$ cat config.mk
export PLATFORM = sky130hd
export DESIGN_NAME = uart_event_timing
export DESIGN_NICKNAME = d
export VERILOG_FILES = /design/src/hdl/uart_event_timing.v /design/src/hdl/rx_fifo_mem.v
export VERILOG_INCLUDE_DIRS = /design/src /design/src/hdl
export SDC_FILE = /design/constraint.sdc
export NUM_CORES = 1
export LEC_CHECK = 0
export ABC_AREA = 1
export BUFFER_PORTS_ARGS = -buffer_cell sky130_fd_sc_hd__clkbuf_2
export CELL_PAD_IN_SITES_DETAIL_PLACEMENT = 1
export CELL_PAD_IN_SITES_GLOBAL_PLACEMENT = 2
export CORE_MARGIN = 1.5
export CORE_UTILIZATION = 40
export CTS_CLUSTER_SIZE = 16
export DETAILED_ROUTE_END_ITERATION = 10
export GPL_TIMING_DRIVEN = 0
export PLACE_DENSITY = 0.91
export SYNTH_ARGS = -nofsm -noshare
export SYNTH_HDL_FRONTEND = slang
export SYNTH_SLANG_ARGS = --single-unit
export TNS_END_PERCENT = 20
$ cat constraint.sdc
create_clock -name i_clk -period 4.75 [get_ports i_clk]
set_input_delay 0.95 -clock i_clk [delete_from_list [all_inputs] [get_ports i_clk]]
set_output_delay 0.95 -clock i_clk [all_outputs]
set_load 0.02 [all_outputs]
$ cat src/hdl/uart_event_timing_consts.vh
`ifndef UART_EVENT_TIMING_CONSTS_VH
`define UART_EVENT_TIMING_CONSTS_VH

// ----------------------------------------
// clock and baud timing
// ----------------------------------------
`define CLK_PERIOD_NS      40
`define BAUD_DIV_W         16
`define SAMPLES_PER_BIT    5'h10
`define CHAR_BITS          4'ha
// baud-output cycles
`define TX_START_DELAY     5'h08
`define TX_IRQ_DELAY       5'h09
`define RX_TIMEOUT_CHARS   3'h4
`define TIMEOUT_EXTRA      4'h9

// ----------------------------------------
// fifo and control fields
// ----------------------------------------
`define FIFO_DEPTH         16
`define FIFO_AW            4
`define FIFO_CW            5
`define FIFO_FULL_CNT      5'h10
`define THR_SEL_1          2'h0
`define THR_SEL_4          2'h1
`define THR_SEL_8          2'h2
`define THR_SEL_14         2'h3
`define THR_VAL_1          5'h01
`define THR_VAL_4          5'h04
`define THR_VAL_8          5'h08
`define THR_VAL_14         5'h0e
`define MCR_W              4
`define MCR_RESET          4'h0

// ----------------------------------------
// interrupt identification codes
// ----------------------------------------
`define IID_NONE           4'h1
`define IID_LINE           4'h6
`define IID_RXDATA         4'h4
`define IID_TIMEOUT        4'hc
`define IID_TX_HOLDING_EMPTY           4'h2
`define IID_MODEM          4'h0

`endif

$ cat src/hdl/uart_event_timing.v
`timescale 1ns/1ps
`include "uart_event_timing_consts.vh"
// How it works
// - stop bit sets rx-ready within one cycle, irq within two
// - character time-out irq nine cycles later
// - reading buffer or line status clears irq
// - first write starts bit 8-24 cycles later
// - transmit irq 8-10 cycles after start
// - holding write clears holding-empty irq
// - holding-empty irq 16-34 cycles after write
// - ident read clears reported holding-empty irq
// - write drops tx-ready; back within 9
// - modem input change irq, status read clears
// - modem control write drives modem outputs
// - auto-cts start bit within 24 of cts
// - auto-rts raised within 2 at threshold
// - auto-rts lowered within 2 after empty
// - fourteen threshold raises rts at sixteenth char
// - fourteen threshold lowers rts after read
// - ready pins mode 1 only fifo plus dma
module uart_event_timing (
  // clock and reset
  input  wire        i_clk,
  input  wire        i_rst_b,
  // configuration
  input  wire [15:0] i_divisor,
  input  wire        i_fifo_enable_bit,
  input  wire        i_dma_mode_bit,
  input  wire [1:0]  i_rx_thresh_sel,
  input  wire        i_auto_rts_en,
  input  wire        i_auto_cts_en,
  input  wire [3:0]  i_irq_enable,
  // cpu strobes
  input  wire        i_tx_holding_wr,
  input  wire [7:0]  i_tx_holding_data,
  input  wire        i_rx_buffer_read_strobe,
  input  wire        i_line_status_rd,
  input  wire        i_irq_ident_rd,
  input  wire        i_modem_status_rd,
  input  wire        i_modem_control_wr,
  input  wire [3:0]  i_modem_control_data,
  // line side
  input  wire        i_serial_in,
  input  wire        i_cts_b,
  input  wire [3:0]  i_modem_in,
  // cpu results
  output reg  [7:0]  o_rx_buffer,
  output reg         o_rx_valid,
  output reg  [3:0]  o_irq_ident_reg,
  output reg  [3:0]  o_modem_status_reg,
  output reg         o_rx_data_ready,
  output reg         o_tx_holding_empty,
  // pins
  output reg         o_irq_out,
  output reg         o_rx_ready_pin_b,
  output reg         o_tx_ready_pin_b,
  output reg         o_serial_out,
  output reg         o_rts_b,
  output reg  [3:0]  o_modem_control_reg
);
  // ----------------------------------------
  // baud tick
  // ----------------------------------------
  reg  [15:0] div_cnt_reg;
  wire        tick = (div_cnt_reg == 16'h0001) || (i_divisor == 16'h0000);
  always @(posedge i_clk or negedge i_rst_b) begin
    if (!i_rst_b) begin
      div_cnt_reg <= 16'h0001;
    end else if (tick) begin
      div_cnt_reg <= (i_divisor == 16'h0000) ? 16'h0001 : i_divisor;
    end else begin
      div_cnt_reg <= div_cnt_reg - 16'h0001;
    end
  end

  function [4:0] thresh_val;
    input [1:0] sel;
    begin
      case (sel)
        `THR_SEL_1: thresh_val = `THR_VAL_1;
        `THR_SEL_4: thresh_val = `THR_VAL_4;
        `THR_SEL_8: thresh_val = `THR_VAL_8;
        default:    thresh_val = `THR_VAL_14;
      endcase
    end
  endfunction

  wire mode1 = i_fifo_enable_bit & i_dma_mode_bit;

  // ----------------------------------------
  // receiver
  // ----------------------------------------
  localparam RX_IDLE = 2'd0;
  localparam RX_DATA = 2'd1;
  localparam RX_STOP = 2'd2;
  reg  [1:0] rx_st_reg;
  reg  [3:0] rx_ph_reg;
  reg  [3:0] rx_bit_reg;
  reg  [7:0] rx_sh_reg;
  reg        rx_done;
  reg        rx_first_data;
  always @(posedge i_clk or negedge i_rst_b) begin
    if (!i_rst_b) begin
      rx_st_reg <= RX_IDLE;
      rx_ph_reg <= 4'h0;
      rx_bit_reg <= 4'h0;
      rx_sh_reg <= 8'h00;
      rx_done <= 1'b0;
      rx_first_data <= 1'b0;
    end else begin
      rx_done <= 1'b0;
      rx_first_data <= 1'b0;
      if (tick) begin
        rx_ph_reg <= rx_ph_reg + 4'h1;
        case (rx_st_reg)
          RX_IDLE: begin
            rx_ph_reg <= 4'h0;
            if (!i_serial_in) begin
              rx_st_reg <= RX_DATA;
              rx_bit_reg <= 4'h0;
            end
          end
          RX_DATA: begin
            if (rx_ph_reg == 4'hf) begin
              if (rx_bit_reg == 4'h0) begin
                rx_first_data <= 1'b1;
              end
              rx_bit_reg <= rx_bit_reg + 4'h1;
              if (rx_bit_reg == 4'h8) begin
                rx_st_reg <= RX_STOP;
              end
            end
            if (rx_ph_reg == 4'h7 && rx_bit_reg != 4'h0) begin
              rx_sh_reg <= {i_serial_in, rx_sh_reg[7:1]};
            end
          end
          RX_STOP: begin
            if (rx_ph_reg == 4'h7) begin
              rx_done <= 1'b1;
              rx_st_reg <= RX_IDLE;
            end
          end
          default: rx_st_reg <= RX_IDLE;
        endcase
      end
    end
  end

  // fifo pointers; depth one in character mode
  reg  [3:0] rd_ptr_reg;
  reg  [3:0] wr_ptr_reg;
  reg  [4:0] cnt_reg;
  wire       full = i_fifo_enable_bit ? (cnt_reg == `FIFO_FULL_CNT) : (cnt_reg != 5'h00);
  wire       do_wr = rx_done & ~full;
  wire       do_rd = i_rx_buffer_read_strobe & (cnt_reg != 5'h00);
  wire [7:0] mem_q;
  rx_fifo_mem u_mem (
    .i_clk     (i_clk),
    .i_wr_en   (do_wr),
    .i_wr_addr (wr_ptr_reg),
    .i_wr_data (rx_sh_reg),
    .i_rd_addr (rd_ptr_reg),
    .o_rd_data (mem_q)
  );
  reg rd_pend_reg;
  always @(posedge i_clk or negedge i_rst_b) begin
    if (!i_rst_b) begin
      rd_ptr_reg <= 4'h0;
      wr_ptr_reg <= 4'h0;
      cnt_reg <= 5'h00;
      rd_pend_reg <= 1'b0;
      o_rx_buffer <= 8'h00;
      o_rx_valid <= 1'b0;
    end else begin
      rd_pend_reg <= do_rd;
      o_rx_valid <= rd_pend_reg;
      if (rd_pend_reg) begin
        o_rx_buffer <= mem_q;
      end
      if (do_wr) begin
        wr_ptr_reg <= wr_ptr_reg + 4'h1;
      end
      if (do_rd) begin
        rd_ptr_reg <= rd_ptr_reg + 4'h1;
      end
      cnt_reg <= cnt_reg + {4'h0, do_wr} - {4'h0, do_rd};
    end
  end
  wire [4:0] cnt_after = cnt_reg + {4'h0, do_wr} - {4'h0, do_rd};

  // character time-out: 256 ticks idle (four times 64) plus nine extra ticks
  reg [9:0] to_cnt_reg;
  reg       timeout_reg;
  wire      to_hit = (to_cnt_reg == {`RX_TIMEOUT_CHARS, 3'h0, 3'h0} + 10'h009);
  always @(posedge i_clk or negedge i_rst_b) begin
    if (!i_rst_b) begin
      to_cnt_reg <= 10'h000;
      timeout_reg <= 1'b0;
    end else begin
      if (do_wr || do_rd || cnt_reg == 5'h00 || !i_fifo_enable_bit) begin
        to_cnt_reg <= 10'h000;
      end else if (tick && !to_hit) begin
        to_cnt_reg <= to_cnt_reg + 10'h001;
      end
      if (do_rd || !i_fifo_enable_bit) begin
        timeout_reg <= 1'b0;
      end else if (to_hit) begin
        timeout_reg <= 1'b1;
      end
    end
  end

  // ----------------------------------------
  // transmitter
  // ----------------------------------------
  localparam TX_IDLE = 2'd0;
  localparam TX_WAIT = 2'd1;
  localparam TX_SEND = 2'd2;
  reg  [1:0] tx_st_reg;
  reg  [7:0] buf_d0_reg;
  reg  [7:0] buf_d1_reg;
  reg  [1:0] buf_n_reg;
  reg  [4:0] tx_dly_reg;
  reg  [3:0] tx_ph_reg;
  reg  [3:0] tx_bit_reg;
  reg  [9:0] tx_sh_reg;
  reg        tx_irq_arm_reg;
  reg        tx_start_evt;
  wire       buf_ready = (buf_n_reg != 2'h2);
  wire       buf_push = i_tx_holding_wr & buf_ready;
  wire       cts_ok = ~i_auto_cts_en | ~i_cts_b;
  wire       buf_pop = tick & (tx_st_reg == TX_WAIT) & (tx_dly_reg == 5'h00) & cts_ok;
  always @(posedge i_clk or negedge i_rst_b) begin
    if (!i_rst_b) begin
      tx_st_reg <= TX_IDLE;
      buf_d0_reg <= 8'h00;
      buf_d1_reg <= 8'h00;
      buf_n_reg <= 2'h0;
      tx_dly_reg <= 5'h00;
      tx_ph_reg <= 4'h0;
      tx_bit_reg <= 4'h0;
      tx_sh_reg <= 10'h3ff;
      o_serial_out <= 1'b1;
      tx_irq_arm_reg <= 1'b0;
      tx_start_evt <= 1'b0;
    end else begin
      tx_start_evt <= 1'b0;
      // two-entry holding buffer, drops writes when full
      if (buf_pop) begin
        buf_d0_reg <= buf_d1_reg;
      end
      if (buf_push) begin
        if (buf_n_reg == 2'h0 || (buf_n_reg == 2'h1 && buf_pop)) begin
          buf_d0_reg <= i_tx_holding_data;
        end else begin
          buf_d1_reg <= i_tx_holding_data;
        end
      end
      buf_n_reg <= buf_n_reg + {1'b0, buf_push} - {1'b0, buf_pop};
      case (tx_st_reg)
        TX_IDLE: begin
          if (buf_n_reg != 2'h0) begin
            tx_st_reg <= TX_WAIT;
            tx_dly_reg <= `TX_START_DELAY;
          end
        end
        TX_WAIT: begin
          if (tick && tx_dly_reg != 5'h00) begin
            tx_dly_reg <= tx_dly_reg - 5'h01;
          end
          if (buf_pop) begin
            tx_sh_reg <= {1'b1, buf_d0_reg, 1'b0};
            tx_st_reg <= TX_SEND;
            tx_ph_reg <= 4'h0;
            tx_bit_reg <= 4'h0;
            o_serial_out <= 1'b0;
            tx_start_evt <= 1'b1;
            tx_irq_arm_reg <= 1'b1;
            tx_dly_reg <= `TX_IRQ_DELAY;
          end
        end
        TX_SEND: begin
          if (tick) begin
            tx_ph_reg <= tx_ph_reg + 4'h1;
            if (tx_irq_arm_reg) begin
              tx_dly_reg <= tx_dly_reg - 5'h01;
              if (tx_dly_reg == 5'h01) begin
                tx_irq_arm_reg <= 1'b0;
              end
            end
            if (tx_ph_reg == 4'hf) begin
              tx_sh_reg <= {1'b1, tx_sh_reg[9:1]};
              o_serial_out <= tx_sh_reg[1];
              tx_bit_reg <= tx_bit_reg + 4'h1;
              if (tx_bit_reg == `CHAR_BITS - 4'h1) begin
                o_serial_out <= 1'b1;
                tx_st_reg <= TX_IDLE;
              end
            end
          end
        end
        default: tx_st_reg <= TX_IDLE;
      endcase
    end
  end
  wire tx_irq_evt = tick & (tx_st_reg == TX_SEND) & tx_irq_arm_reg & (tx_dly_reg == 5'h01);

  // ----------------------------------------
  // interrupts, modem and ready pins
  // ----------------------------------------
  reg        rx_irq_reg;
  reg        tx_holding_empty_irq_reg;
  reg        modem_irq_reg;
  reg  [3:0] modem_q_reg;
  wire [3:0] modem_delta = modem_q_reg ^ i_modem_in;
  wire       line_irq = 1'b0;
  always @(posedge i_clk or negedge i_rst_b) begin
    if (!i_rst_b) begin
      rx_irq_reg <= 1'b0;
      tx_holding_empty_irq_reg <= 1'b0;
      modem_irq_reg <= 1'b0;
      modem_q_reg <= 4'h0;
      o_modem_status_reg <= 4'h0;
      o_modem_control_reg <= `MCR_RESET;
      o_tx_holding_empty <= 1'b1;
    end else begin
      modem_q_reg <= i_modem_in;
      rx_irq_reg <= (cnt_after >= (i_fifo_enable_bit ? thresh_val(i_rx_thresh_sel) : 5'h01));
      if (tx_irq_evt) begin
        tx_holding_empty_irq_reg <= 1'b1;
      end else if (i_tx_holding_wr || (i_irq_ident_rd && o_irq_ident_reg == `IID_TX_HOLDING_EMPTY)) begin
        tx_holding_empty_irq_reg <= 1'b0;
      end
      if (tx_start_evt) begin
        o_tx_holding_empty <= (buf_n_reg == 2'h0) & ~buf_push;
      end else if (buf_push) begin
        o_tx_holding_empty <= 1'b0;
      end
      if (modem_delta != 4'h0) begin
        modem_irq_reg <= 1'b1;
        o_modem_status_reg <= o_modem_status_reg | modem_delta;
      end else if (i_modem_status_rd) begin
        modem_irq_reg <= 1'b0;
        o_modem_status_reg <= 4'h0;
      end
      if (i_modem_control_wr) begin
        o_modem_control_reg <= i_modem_control_data;
      end
    end
  end

  reg [3:0] iid_next;
  always @* begin
    iid_next = `IID_NONE;
    if (i_irq_enable[2] && line_irq && !i_line_status_rd) begin
      iid_next = `IID_LINE;
    end else if (i_irq_enable[0] && rx_irq_reg) begin
      iid_next = `IID_RXDATA;
    end else if (i_irq_enable[0] && timeout_reg) begin
      iid_next = `IID_TIMEOUT;
    end else if (i_irq_enable[1] && tx_holding_empty_irq_reg) begin
      iid_next = `IID_TX_HOLDING_EMPTY;
    end else if (i_irq_enable[3] && modem_irq_reg) begin
      iid_next = `IID_MODEM;
    end
  end

  // auto-rts and ready pins
  wire [4:0] tx_holding = thresh_val(i_rx_thresh_sel);
  always @(posedge i_clk or negedge i_rst_b) begin
    if (!i_rst_b) begin
      o_irq_ident_reg <= `IID_NONE;
      o_irq_out <= 1'b0;
      o_rts_b <= 1'b1;
      o_rx_ready_pin_b <= 1'b1;
      o_tx_ready_pin_b <= 1'b0;
      o_rx_data_ready <= 1'b0;
    end else begin
      o_irq_ident_reg <= iid_next;
      o_irq_out <= (iid_next != `IID_NONE);
      o_rx_data_ready <= (cnt_after != 5'h00);
      if (i_auto_rts_en && i_fifo_enable_bit) begin
        if (i_rx_thresh_sel == `THR_SEL_14) begin
          if (rx_first_data && cnt_reg == 5'h0f) begin
            o_rts_b <= 1'b1;
          end else if (i_rx_buffer_read_strobe) begin
            o_rts_b <= 1'b0;
          end
        end else if (cnt_after >= tx_holding) begin
          o_rts_b <= 1'b1;
        end else if (cnt_after == 5'h00) begin
          o_rts_b <= 1'b0;
        end
      end else begin
        o_rts_b <= ~o_modem_control_reg[1];
      end
      if (mode1) begin
        o_rx_ready_pin_b <= ~((cnt_after >= tx_holding) | timeout_reg);
        o_tx_ready_pin_b <= (buf_n_reg + {1'b0, buf_push} == 2'h2) | ~buf_ready;
      end else begin
        o_rx_ready_pin_b <= (cnt_after == 5'h00);
        if (buf_push) begin
          o_tx_ready_pin_b <= 1'b1;
        end else if (tx_start_evt && buf_n_reg == 2'h0) begin
          o_tx_ready_pin_b <= 1'b0;
        end
      end
    end
  end
endmodule // uart_event_timing

$ cat src/hdl/rx_fifo_mem.v
`timescale 1ns/1ps
// ----------------------------------------
// receive fifo storage, registered read
// ----------------------------------------
module rx_fifo_mem (
  // clock
  input  wire       i_clk,
  // write side
  input  wire       i_wr_en,
  input  wire [3:0] i_wr_addr,
  input  wire [7:0] i_wr_data,
  // read side
  input  wire [3:0] i_rd_addr,
  output reg  [7:0] o_rd_data
);
  reg [7:0] mem [0:15];

  always @(posedge i_clk) begin
    if (i_wr_en) begin
      mem[i_wr_addr] <= i_wr_data;
    end
    o_rd_data <= mem[i_rd_addr];
  end
endmodule // rx_fifo_mem

==> reports/results.tsv, run 1 <==
metric	value	unit
status	finished clean	
cts_resized	0	
clk_pin_slew	0.06	ns
coreArea	0.0305	sq mm
crit_cells	19	
critPathCaptureType	flop	
rows	64	
fin_skew	0.0220	ns
synth_area_per_cell	10.4	sq um
required	5.24	ns
drc_errors	0	
wl_per_cell	18.8	microns
tightest_slew	0.909	ns
grt.overflow.total	0	
dieHeight	179	microns
place_hpwl	22.1	mm
async_flop_share	50.5	%
fp.dieArea	0.0320	sq mm
largest_reg_flops	128	
grt_max_degree	96	
fin_crit	3.60	ns
yosys_register_bits	275	
hold_buffers	0	
ir_worst_vdd	273	uV
critPathTopFamily	adder cells	
yosysUniqueCellTypes	48	
max_freq	0.278	GHz
insertion_delay	0.58	ns
antenna_found_initial	0	
rsz0062_at_grt	false	
cts-root-buf	clkbuf_16	
yosysWarnings	0	
gr-usage-all-layers	21.2	%
crit_type	primary input to flop	
max_cap_violations	0	
wirelength	32.3	mm
cts_made_buffers	30	
drv_slew	0	
drtPass1Iterations	6	
vias_per_cell	5.29	
ff2ff_path_depth	21	
critPathMaxStageDelay	0.41	ns
initial_core_util	40.5	%
setup_violations	0	
h-tree-depth	1	
layout.nets	1392	
ys_seq_area_share	60.7	%
io_pins	80	
hold_path.class	primary input to asynchronous set/reset pin	
clock_sinks	275	
synth_ff_type	edfxtp_1	
ant_nets	0	
r2r-end	o_rts_b	
r2r-start	cnt_reg[3]	
dr_total_vias	9105	
path_buf_inv	4	
final_cell_mix	nand2_1, nor2_1, edfxtp_1	
area_growth	15.6	%
hold_violations	0	
power_density	562	mW/mm^2
fin_crit_sh	75.8	%
cts_tree	yes	
drive_gt1_share	13.5	%
finalPower	0.00803	W
die_x	179	microns
worstPathArrival	4.09	ns
syn-cell-area	0.0124	sq mm
place_congestion	0.857	
start_kind	primary input	
leakage	6.41	nW
tns	0	ns
cts_buffer_depth	3	
grt_pass1_vias	9804	
synth_edf_count	128	
cp-endpoint	o_rts_b	
cpMaxStageDelayCell	fa_1	
grt_pass1_wl	52.9	mm
final_common_cell	nand2_1	
cp_max_fo	10	
synthesis.nets	1282	
diodes	0	
post-cts-setup-buffer-count	0	
crit_chain	clkbuf_2 > clkbuf_1 > o21ai_0 > nand2_1 > nand2_1 > ha_1 > ha_1 > inv_1 > fa_1 > inv_1 > ha_1 > o21ai_0 > nand2_1 > nor2_1 > o21bai_1 > nor2_1 > nand2_1 > a21oi_1 > nand2_1	
synthCells	1191	
crit_path_start	i_fifo_enable_bit	
port_buffers	77	
drt_iter0_drc	534	
fin_util	46.8	%
ff2ff_setup_slack	1.17	ns
cpMostUsedCell	nand2_1	
timing.slew.headroom	39.2	%
[synthesized netlist by cell type, drive strengths merged, types with 3 or more instances]
cell	n	area (sq um)
nor2	141	537
xor2	25	219
o211ai	5	37.5
xnor2	7	61.3
o32ai	5	43.8
o31ai	3	22.5
nand3b	3	22.5
nor3	9	45.0
clkbuf	23	86.3
dfxtp	8	160
or2	6	37.5
buf	14	86.3
nand2	248	956
mux2i	25	250
o22ai	3	18.8
inv	98	368
nor4	3	18.8
nand3	55	275
a21oi	31	159
dfstp	14	368
o21ai	104	532
nand4	10	62.6
mux2	12	135
ha	38	475
a21boi	10	86.3
dfrtp	125	3130
edfxtp	128	3840
o221ai	25	219
[power by group]
part / internal, W / switching [W]
clock: 0.00141 / 0.000969
sequential: 0.00285 / 0.000233
combinational: 0.000847 / 0.00173
[per-layer routing]
| layer | global-route usage (%) | up-vias | wire (microns) |
|---|---|---|---|
| met5 | 0 | - | 0 |
| met4 | 6.53 | 0 | 933 |
| met3 | 2.71 | 68 | 1400 |
| met2 | 37.8 | 219 | 16400 |
| met1 | 26.7 | 4546 | 13600 |
| li1 | - | 4272 | - |
[worst register-to-register path, delay by kind of cell (launching register included)]
kind                     cells  cell delay [ns]
adder cells (fa/ha/maj)      5             1.39
AND/OR/NAND/NOR             10             1.07
flip-flops                   1             0.41
buffers and inverters        3             0.35
AO/OA/AOI/OAI                3             0.26
[worst min-delay path by stage]
stage	startpoint	end	cells after the start
final	i_rst_b	tx_ph_reg[3]	1
after global routing	i_rst_b	tx_ph_reg[3]	1
after CTS	i_rst_b	tx_ph_reg[3]	1
after detailed placement	rd_pend_reg	o_rx_valid	0
after global placement	rd_pend_reg	o_rx_valid	0
after floorplan	rd_pend_reg	o_rx_valid	0
[final cells by class]
cell class	count	area (sq um)
timing repair buffer	78	422
clock inverter	11	160
clock buffer	44	853
inverter	100	375
fill	3414	16200
sequential	275	7500
tap	396	495
buffer	37	173
multi-input combinational	779	4310
[through the flow]
| stage | area (sq um) | setup slack [ns] | hold slack [ns] | cells |
|---|---|---|---|---|
| after floorplan | 12400 | 1.30 | 0.352 | 1191 |
| after global placement | 13200 | 0.229 | 0.361 | 1664 |
| after detailed placement | 13300 | 0.578 | 0.379 | 1665 |
| after CTS | 14300 | 1.14 | 0.308 | 1720 |
| after global routing | 14300 | 0.914 | 0.325 | 1720 |
| final | 14300 | 1.15 | 0.317 | 1720 |
[cells by family after synthesis]
family	synth area share (%)
multiplexers	3.12
AND/OR/NAND/NOR	15.9
flip-flops	60.7
buffers and inverters	4.43
AO/OA/AOI/OAI	9.55
XOR/XNOR	2.27
adder cells (fa/ha/maj)	4.01
No activity file was read; power rests on OpenSTA's default activity.
==> inputs of run 2 (changes only) <==
- ABC_AREA: 1 -> 0
- PLACE_DENSITY: 0.91 -> 0.85
- clock period: 4.75 -> 3.5 ns (I/O delays scaled with it)
==> reports/results.tsv, run 2 <==
metric	value	unit
synthCells	854	
grt_pass1_vias	8112	
antenna_found_initial	0	
power.internal	0.00673	W
clk_pin_slew	0.06	ns
wl_per_cell	19.8	microns
start_kind	flop	
setup_violations	0	
cts-root-buf	clkbuf_16	
holdWs	0.0409	ns
hold_buffers	0	
rsz0062_at_grt	true	
yosysWarnings	0	
grt_pass1_wl	45.0	mm
hold_path.class	primary input to asynchronous set/reset pin	
final_cell_mix	edfxtp_1, dfrtp_1, clkbuf_2	
drtPass1Iterations	4	
dieHeight	178	microns
insertion_delay	0.57	ns
leakage	5.95	nW
layout.nets	1067	
tightest_slew	1.05	ns
coreArea	0.0298	sq mm
synth_top_family_by_area	multiplexers	
fp.dieArea	0.0315	sq mm
synth_ff_type	edfxtp_1	
max_freq	0.293	GHz
p_clk_share	33.6	%
synth_area_per_cell	14.3	sq um
yosys_register_bits	275	
fin_util	48.2	%
yosysMostFrequentCell	edfxtp_1	
wirelength	27.6	mm
largest_reg_flops	128	
final_common_cell	edfxtp_1	
io_pins	80	
ys_seq_area_share	61.5	%
clock_sinks	275	
dpl.cell_count	1322	
synth_top_area_share	31.5	%
dr_total_vias	7435	
place_hpwl	19.1	mm
fin_crit_sh	97.6	%
fin_crit	3.42	ns
nFillCells	3014	
synth_xor_area_share	2.87	%
drv_slew	0	
finalNonFillerCells	1390	
worstPathArrival	3.88	ns
h-tree-depth	1	
power_density	661	mW/mm^2
synth_area_leaders	edfxtp_1, dfrtp_1, mux4_2	
grt_max_degree	98	
status	finished clean	
vias_per_cell	5.35	
fin_skew	0.0246	ns
port_buffers	77	
worst_slack	0.0825	ns
cts_tree	yes	
area_growth	17.8	%
synthesis.nets	945	
synth_compound_area_share	7.32	%
synth_common_cells	edfxtp_1, dfrtp_1, nor2_1	
synth_edf_count	128	
cts_made_buffers	30	
crit_type	flop to flop	
drt_iter0_drc	368	
die_x	178	microns
drc_errors	0	
ir_worst_vdd	388	uV
required	3.97	ns
synth.largest_area_cell	edfxtp_1	
timing.slew.headroom	29.2	%
async_flop_share	50.5	%
grt.overflow.total	0	
yosysUniqueCellTypes	75	
drive_gt1_share	28.7	%
ant_nets	0	
synth_fa_ha_area_share	4.06	%
initial_core_util	40.9	%
hold_violations	0	
gr-usage-all-layers	18.4	%
muxShareOfSynthArea	12.6	%
critPathCaptureType	flop	
pwr-share-comb	25.0	%
syn-cell-area	0.0122	sq mm
seq_power_share	41.4	%
tns	0	ns
power.switching	0.00277	W
place_congestion	0.787	
cp_max_fo	3	
yosys.area_share.simple	9.31	%
diodes	0	
cts_buffer_depth	3	
pre_cts_slack	-0.376	ns
rows	63	
swShare	29.1	%
max_cap_violations	0	
## run 2: changes by cell type in the layout (fill, tap and decap cells not counted), sizes merged, moves of 33 or more
cell   before  now
mux2       12   45
nand3      55   11
nand2     248   45
o21ai     104   34
mux4        0   40
inv        98   38
nor2      141   68
## run 2: through the flow
stage                     cell area, sq um  power, W
after floorplan                      12200   0.00544
after global placement               13100   0.00593
after detailed placement             13100   0.00603
after CTS                            14300   0.00960
after global routing                 14400    0.0100
final                                14400   0.00950
## run 2: critical path, stage by stage, from the launching register on
cell and delay [ns]:
dfrtp_1 0.40, inv_2 0.09, ha_4 0.13, inv_2 0.04
or4_4 0.46, a21boi_4 0.17, inv_2 0.07, ha_4 0.27
ha_4 0.12, inv_2 0.04, fa_2 0.54, inv_2 0.06
ha_4 0.21, a221oi_2 0.21, o21bai_1 0.12, o31ai_1 0.23
a41oi_1 0.15
## run 2: final cells by class
cell class / instances / area, sq um / area share (%)
Clock inverter: 14 / 164 / 1.14
Sequential cell: 275 / 7500 / 52.2
Timing Repair Buffer: 90 / 512 / 3.56
Multi-Input combinational cell: 509 / 4560 / 31.7
Tap cell: 390 / 488 / 3.40
Inverter: 38 / 143 / 0.993
Clock buffer: 42 / 856 / 5.96
Buffer: 32 / 140 / 0.976
## run 2: worst paths after layout
| check | from | end | slack (ns) | depth (start not counted) |
|---|---|---|---|---|
| setup / recovery | cnt_reg[2] | o_rts_b | 0.08 | 16 |
| hold / removal | i_rst_b | o_rx_buffer[4] | 0.04 | 1 |
| setup reg to reg | cnt_reg[2] | o_rts_b | 0.08 | 16 |
| hold reg to reg | rd_pend_reg | o_rx_valid | 0.39 | 0 |
| max in group asynchronous | i_rst_b | rx_ph_reg[1] | 2.57 | 2 |
| min in group i_clk | i_modem_in[1] | modem_q_reg[1] | 0.28 | 1 |
## run 2: cells by family (layout without fill, tap and decap cells)
kind of cell | count (synthesis) | count (layout)
flip-flops | 275 | 275
XOR/XNOR | 40 | 40
multiplexers | 95 | 95
buffers and inverters | 70 | 216
AO/OA/AOI/OAI | 126 | 126
AND/OR/NAND/NOR | 209 | 209
adder cells (fa/ha/maj) | 39 | 39
## run 2: power by group through the flow
stage          Clock (W)  Combinational [W]  Sequential (W)
2_1_floorplan          0            0.00149         0.00396
3_3_place_gp           0            0.00196         0.00397
3_5_place_dp           0            0.00204         0.00399
4_1_cts          0.00328            0.00239         0.00393
5_1_grt          0.00340            0.00266         0.00398
6_report         0.00319            0.00238         0.00393
## run 2: routing by layer
layer  up-vias  track usage (%)  part of all wire (%)  wire (microns)
met5         -                0                     0               0
met4         0             5.29                   2.7             737
met1      3820             23.6                    42           11600
met3        49             2.42                   3.5             961
li1       3440                -                     -               -
met2       126             32.7                    52           14200
## run 2: what timing repair did
action / 4_1_cts / 5_1_grt
gates cloned: 0 / 0
gates resized for setup: 25 / 2
pin swaps: 14 / 7
setup buffers: 10 / 2
setup endpoints to repair: 4 / 4
==> inputs of run 3 (changes only) <==
- clock period: 3.5 -> 3.8 ns (I/O delays scaled with it)
==> reports/results.tsv, run 3 (synthesized netlist as in run 2, its figures left out) <==
metric	value	unit
fin_crit	3.69	ns
busiest_layer	met2	
grt_max_degree	72	
ff2ff_path_depth	14	
timing.slew.headroom	27.7	%
use_met2	32.1	%
dpl-instance-area	0.0131	sq mm
cts_tree	yes	
fin_crit_sh	97.2	%
die_x	178	microns
r2r-start	cnt_reg[2]	
insertion_delay	0.57	ns
dr_total_vias	7435	
coreArea	0.0298	sq mm
diodes	0	
final_cell_mix	edfxtp_1, dfrtp_1, clkbuf_2	
ff2ff_setup_slack	0.11	ns
required	4.29	ns
hold_path.class	primary input to asynchronous set/reset pin	
clock_sinks	275	
tns	0	ns
place_congestion	0.748	
largest_reg_flops	128	
drv_slew	0	
wl_per_cell	20.0	microns
max_freq	0.271	GHz
gr-usage-all-layers	18.2	%
rows	63	
ant_nets	0	
cts-root-buf	clkbuf_16	
drtPass1Iterations	4	
cts_made_buffers	30	
critPathCaptureType	flop	
status	finished clean	
tightest_slew	1.07	ns
leakage	5.90	nW
max_cap_violations	0	
start_kind	flop	
grt_pass1_vias	7951	
pre_cts_slack	-0.380	ns
cts_buffer_depth	3	
area_growth	17.2	%
vias_per_cell	5.36	
clk_pin_slew	0.06	ns
io_pins	80	
grt_use_met1	23.5	%
drt_iter0_drc	416	
grt_pass1_wl	44.2	mm
hold_violations	0	
worst_slack	0.107	ns
final_common_cell	edfxtp_1	
drive_gt1_share	28.2	%
wirelength	27.7	mm
grt.overflow.total	0	
setup_violations	0	
gr-usage-met3	2.16	%
ir_worst_vdd	327	uV
dieHeight	178	microns
port_buffers	77	
power_density	606	mW/mm^2
cp_max_fo	6	
r2r-end	o_rx_ready_pin_b	
fin_area	0.0143	sq mm
crit_type	flop to flop	
crit_path_start	cnt_reg[2]	
initial_core_util	40.9	%
worstPathArrival	4.19	ns
drc_errors	0	
hold_buffers	0	
antenna_found_initial	0	
fin_skew	0.0169	ns
cp-endpoint	o_rx_ready_pin_b	
layout.nets	1064	
h-tree-depth	1	
fp.dieArea	0.0315	sq mm
place_hpwl	18.9	mm
## run 3: cell count changes in the layout (fill, tap and decap cells not counted), sizes merged
cell	before	now
inv	38	37
clkinv	11	12
clkbuf	135	132
buf	29	26
clkinvlp	0	3
## run 3: cell type report
class,count,area [sq um]
well taps,390,488
fillers,3026,15500
clock buffers,39,795
multi-input cells,509,4540
plain buffers,32,140
repair buffers,87,489
inverters,38,146
clock inverters,17,190
flip-flops and latches,275,7500
## run 3: worst min-delay path by stage
stage | end | slack (ns) | cells after the start
after floorplan | o_rx_valid | 0.35 | 0
after global placement | o_rx_valid | 0.36 | 0
after detailed placement | o_rx_valid | 0.38 | 0
after CTS | o_rx_buffer[5] | 0.22 | 1
after global routing | o_rx_buffer[5] | 0.24 | 1
final | o_rx_buffer[5] | 0.19 | 1
## run 3: stage by stage
step                instances  total power [W]  hold slack, ns  utilization, %
floorplan                 854          0.00501           0.352               -
global placement         1321          0.00546           0.363            43.9
detailed placement       1322          0.00556           0.377            44.0
CTS                      1381          0.00852           0.215            47.5
global route             1387          0.00911           0.245            47.9
finish                   1387          0.00865           0.193            47.9
## run 3: power breakdown
part,internal [W],leakage [nW],switching [W]
Combinational,0.00100,2.18,0.00113
Sequential,0.00338,3.24,0.000243
Clock,0.00168,0.477,0.00122
Total,0.00606,5.90,0.00259
## run 3: routing by layer
| metal | share of wire [%] | routed length (microns) |
|---|---|---|
| met5 | 0 | 0 |
| met4 | 2.7 | 755 |
| met3 | 3.3 | 913 |
| met2 | 51 | 14200 |
| met1 | 43 | 11800 |
## run 3: critical path, cell delays in order (launching register included)
cell,delay [ns]
dfrtp_1,0.40
inv_2,0.09
ha_4,0.13
inv_1,0.05
or4_4,0.59
a21boi_4,0.20
inv_2,0.09
ha_4,0.28
ha_4,0.14
inv_2,0.05
fa_1,0.46
xnor2_2,0.24
or3_1,0.36
or3_1,0.36
o22ai_1,0.18
## run 3: repair_timing
action | in CTS | in global routing
resized for setup | 5 | 19
setup buffers | 3 | 6
pin swaps | 3 | 10
endpoints found under the setup margin | 4 | 2
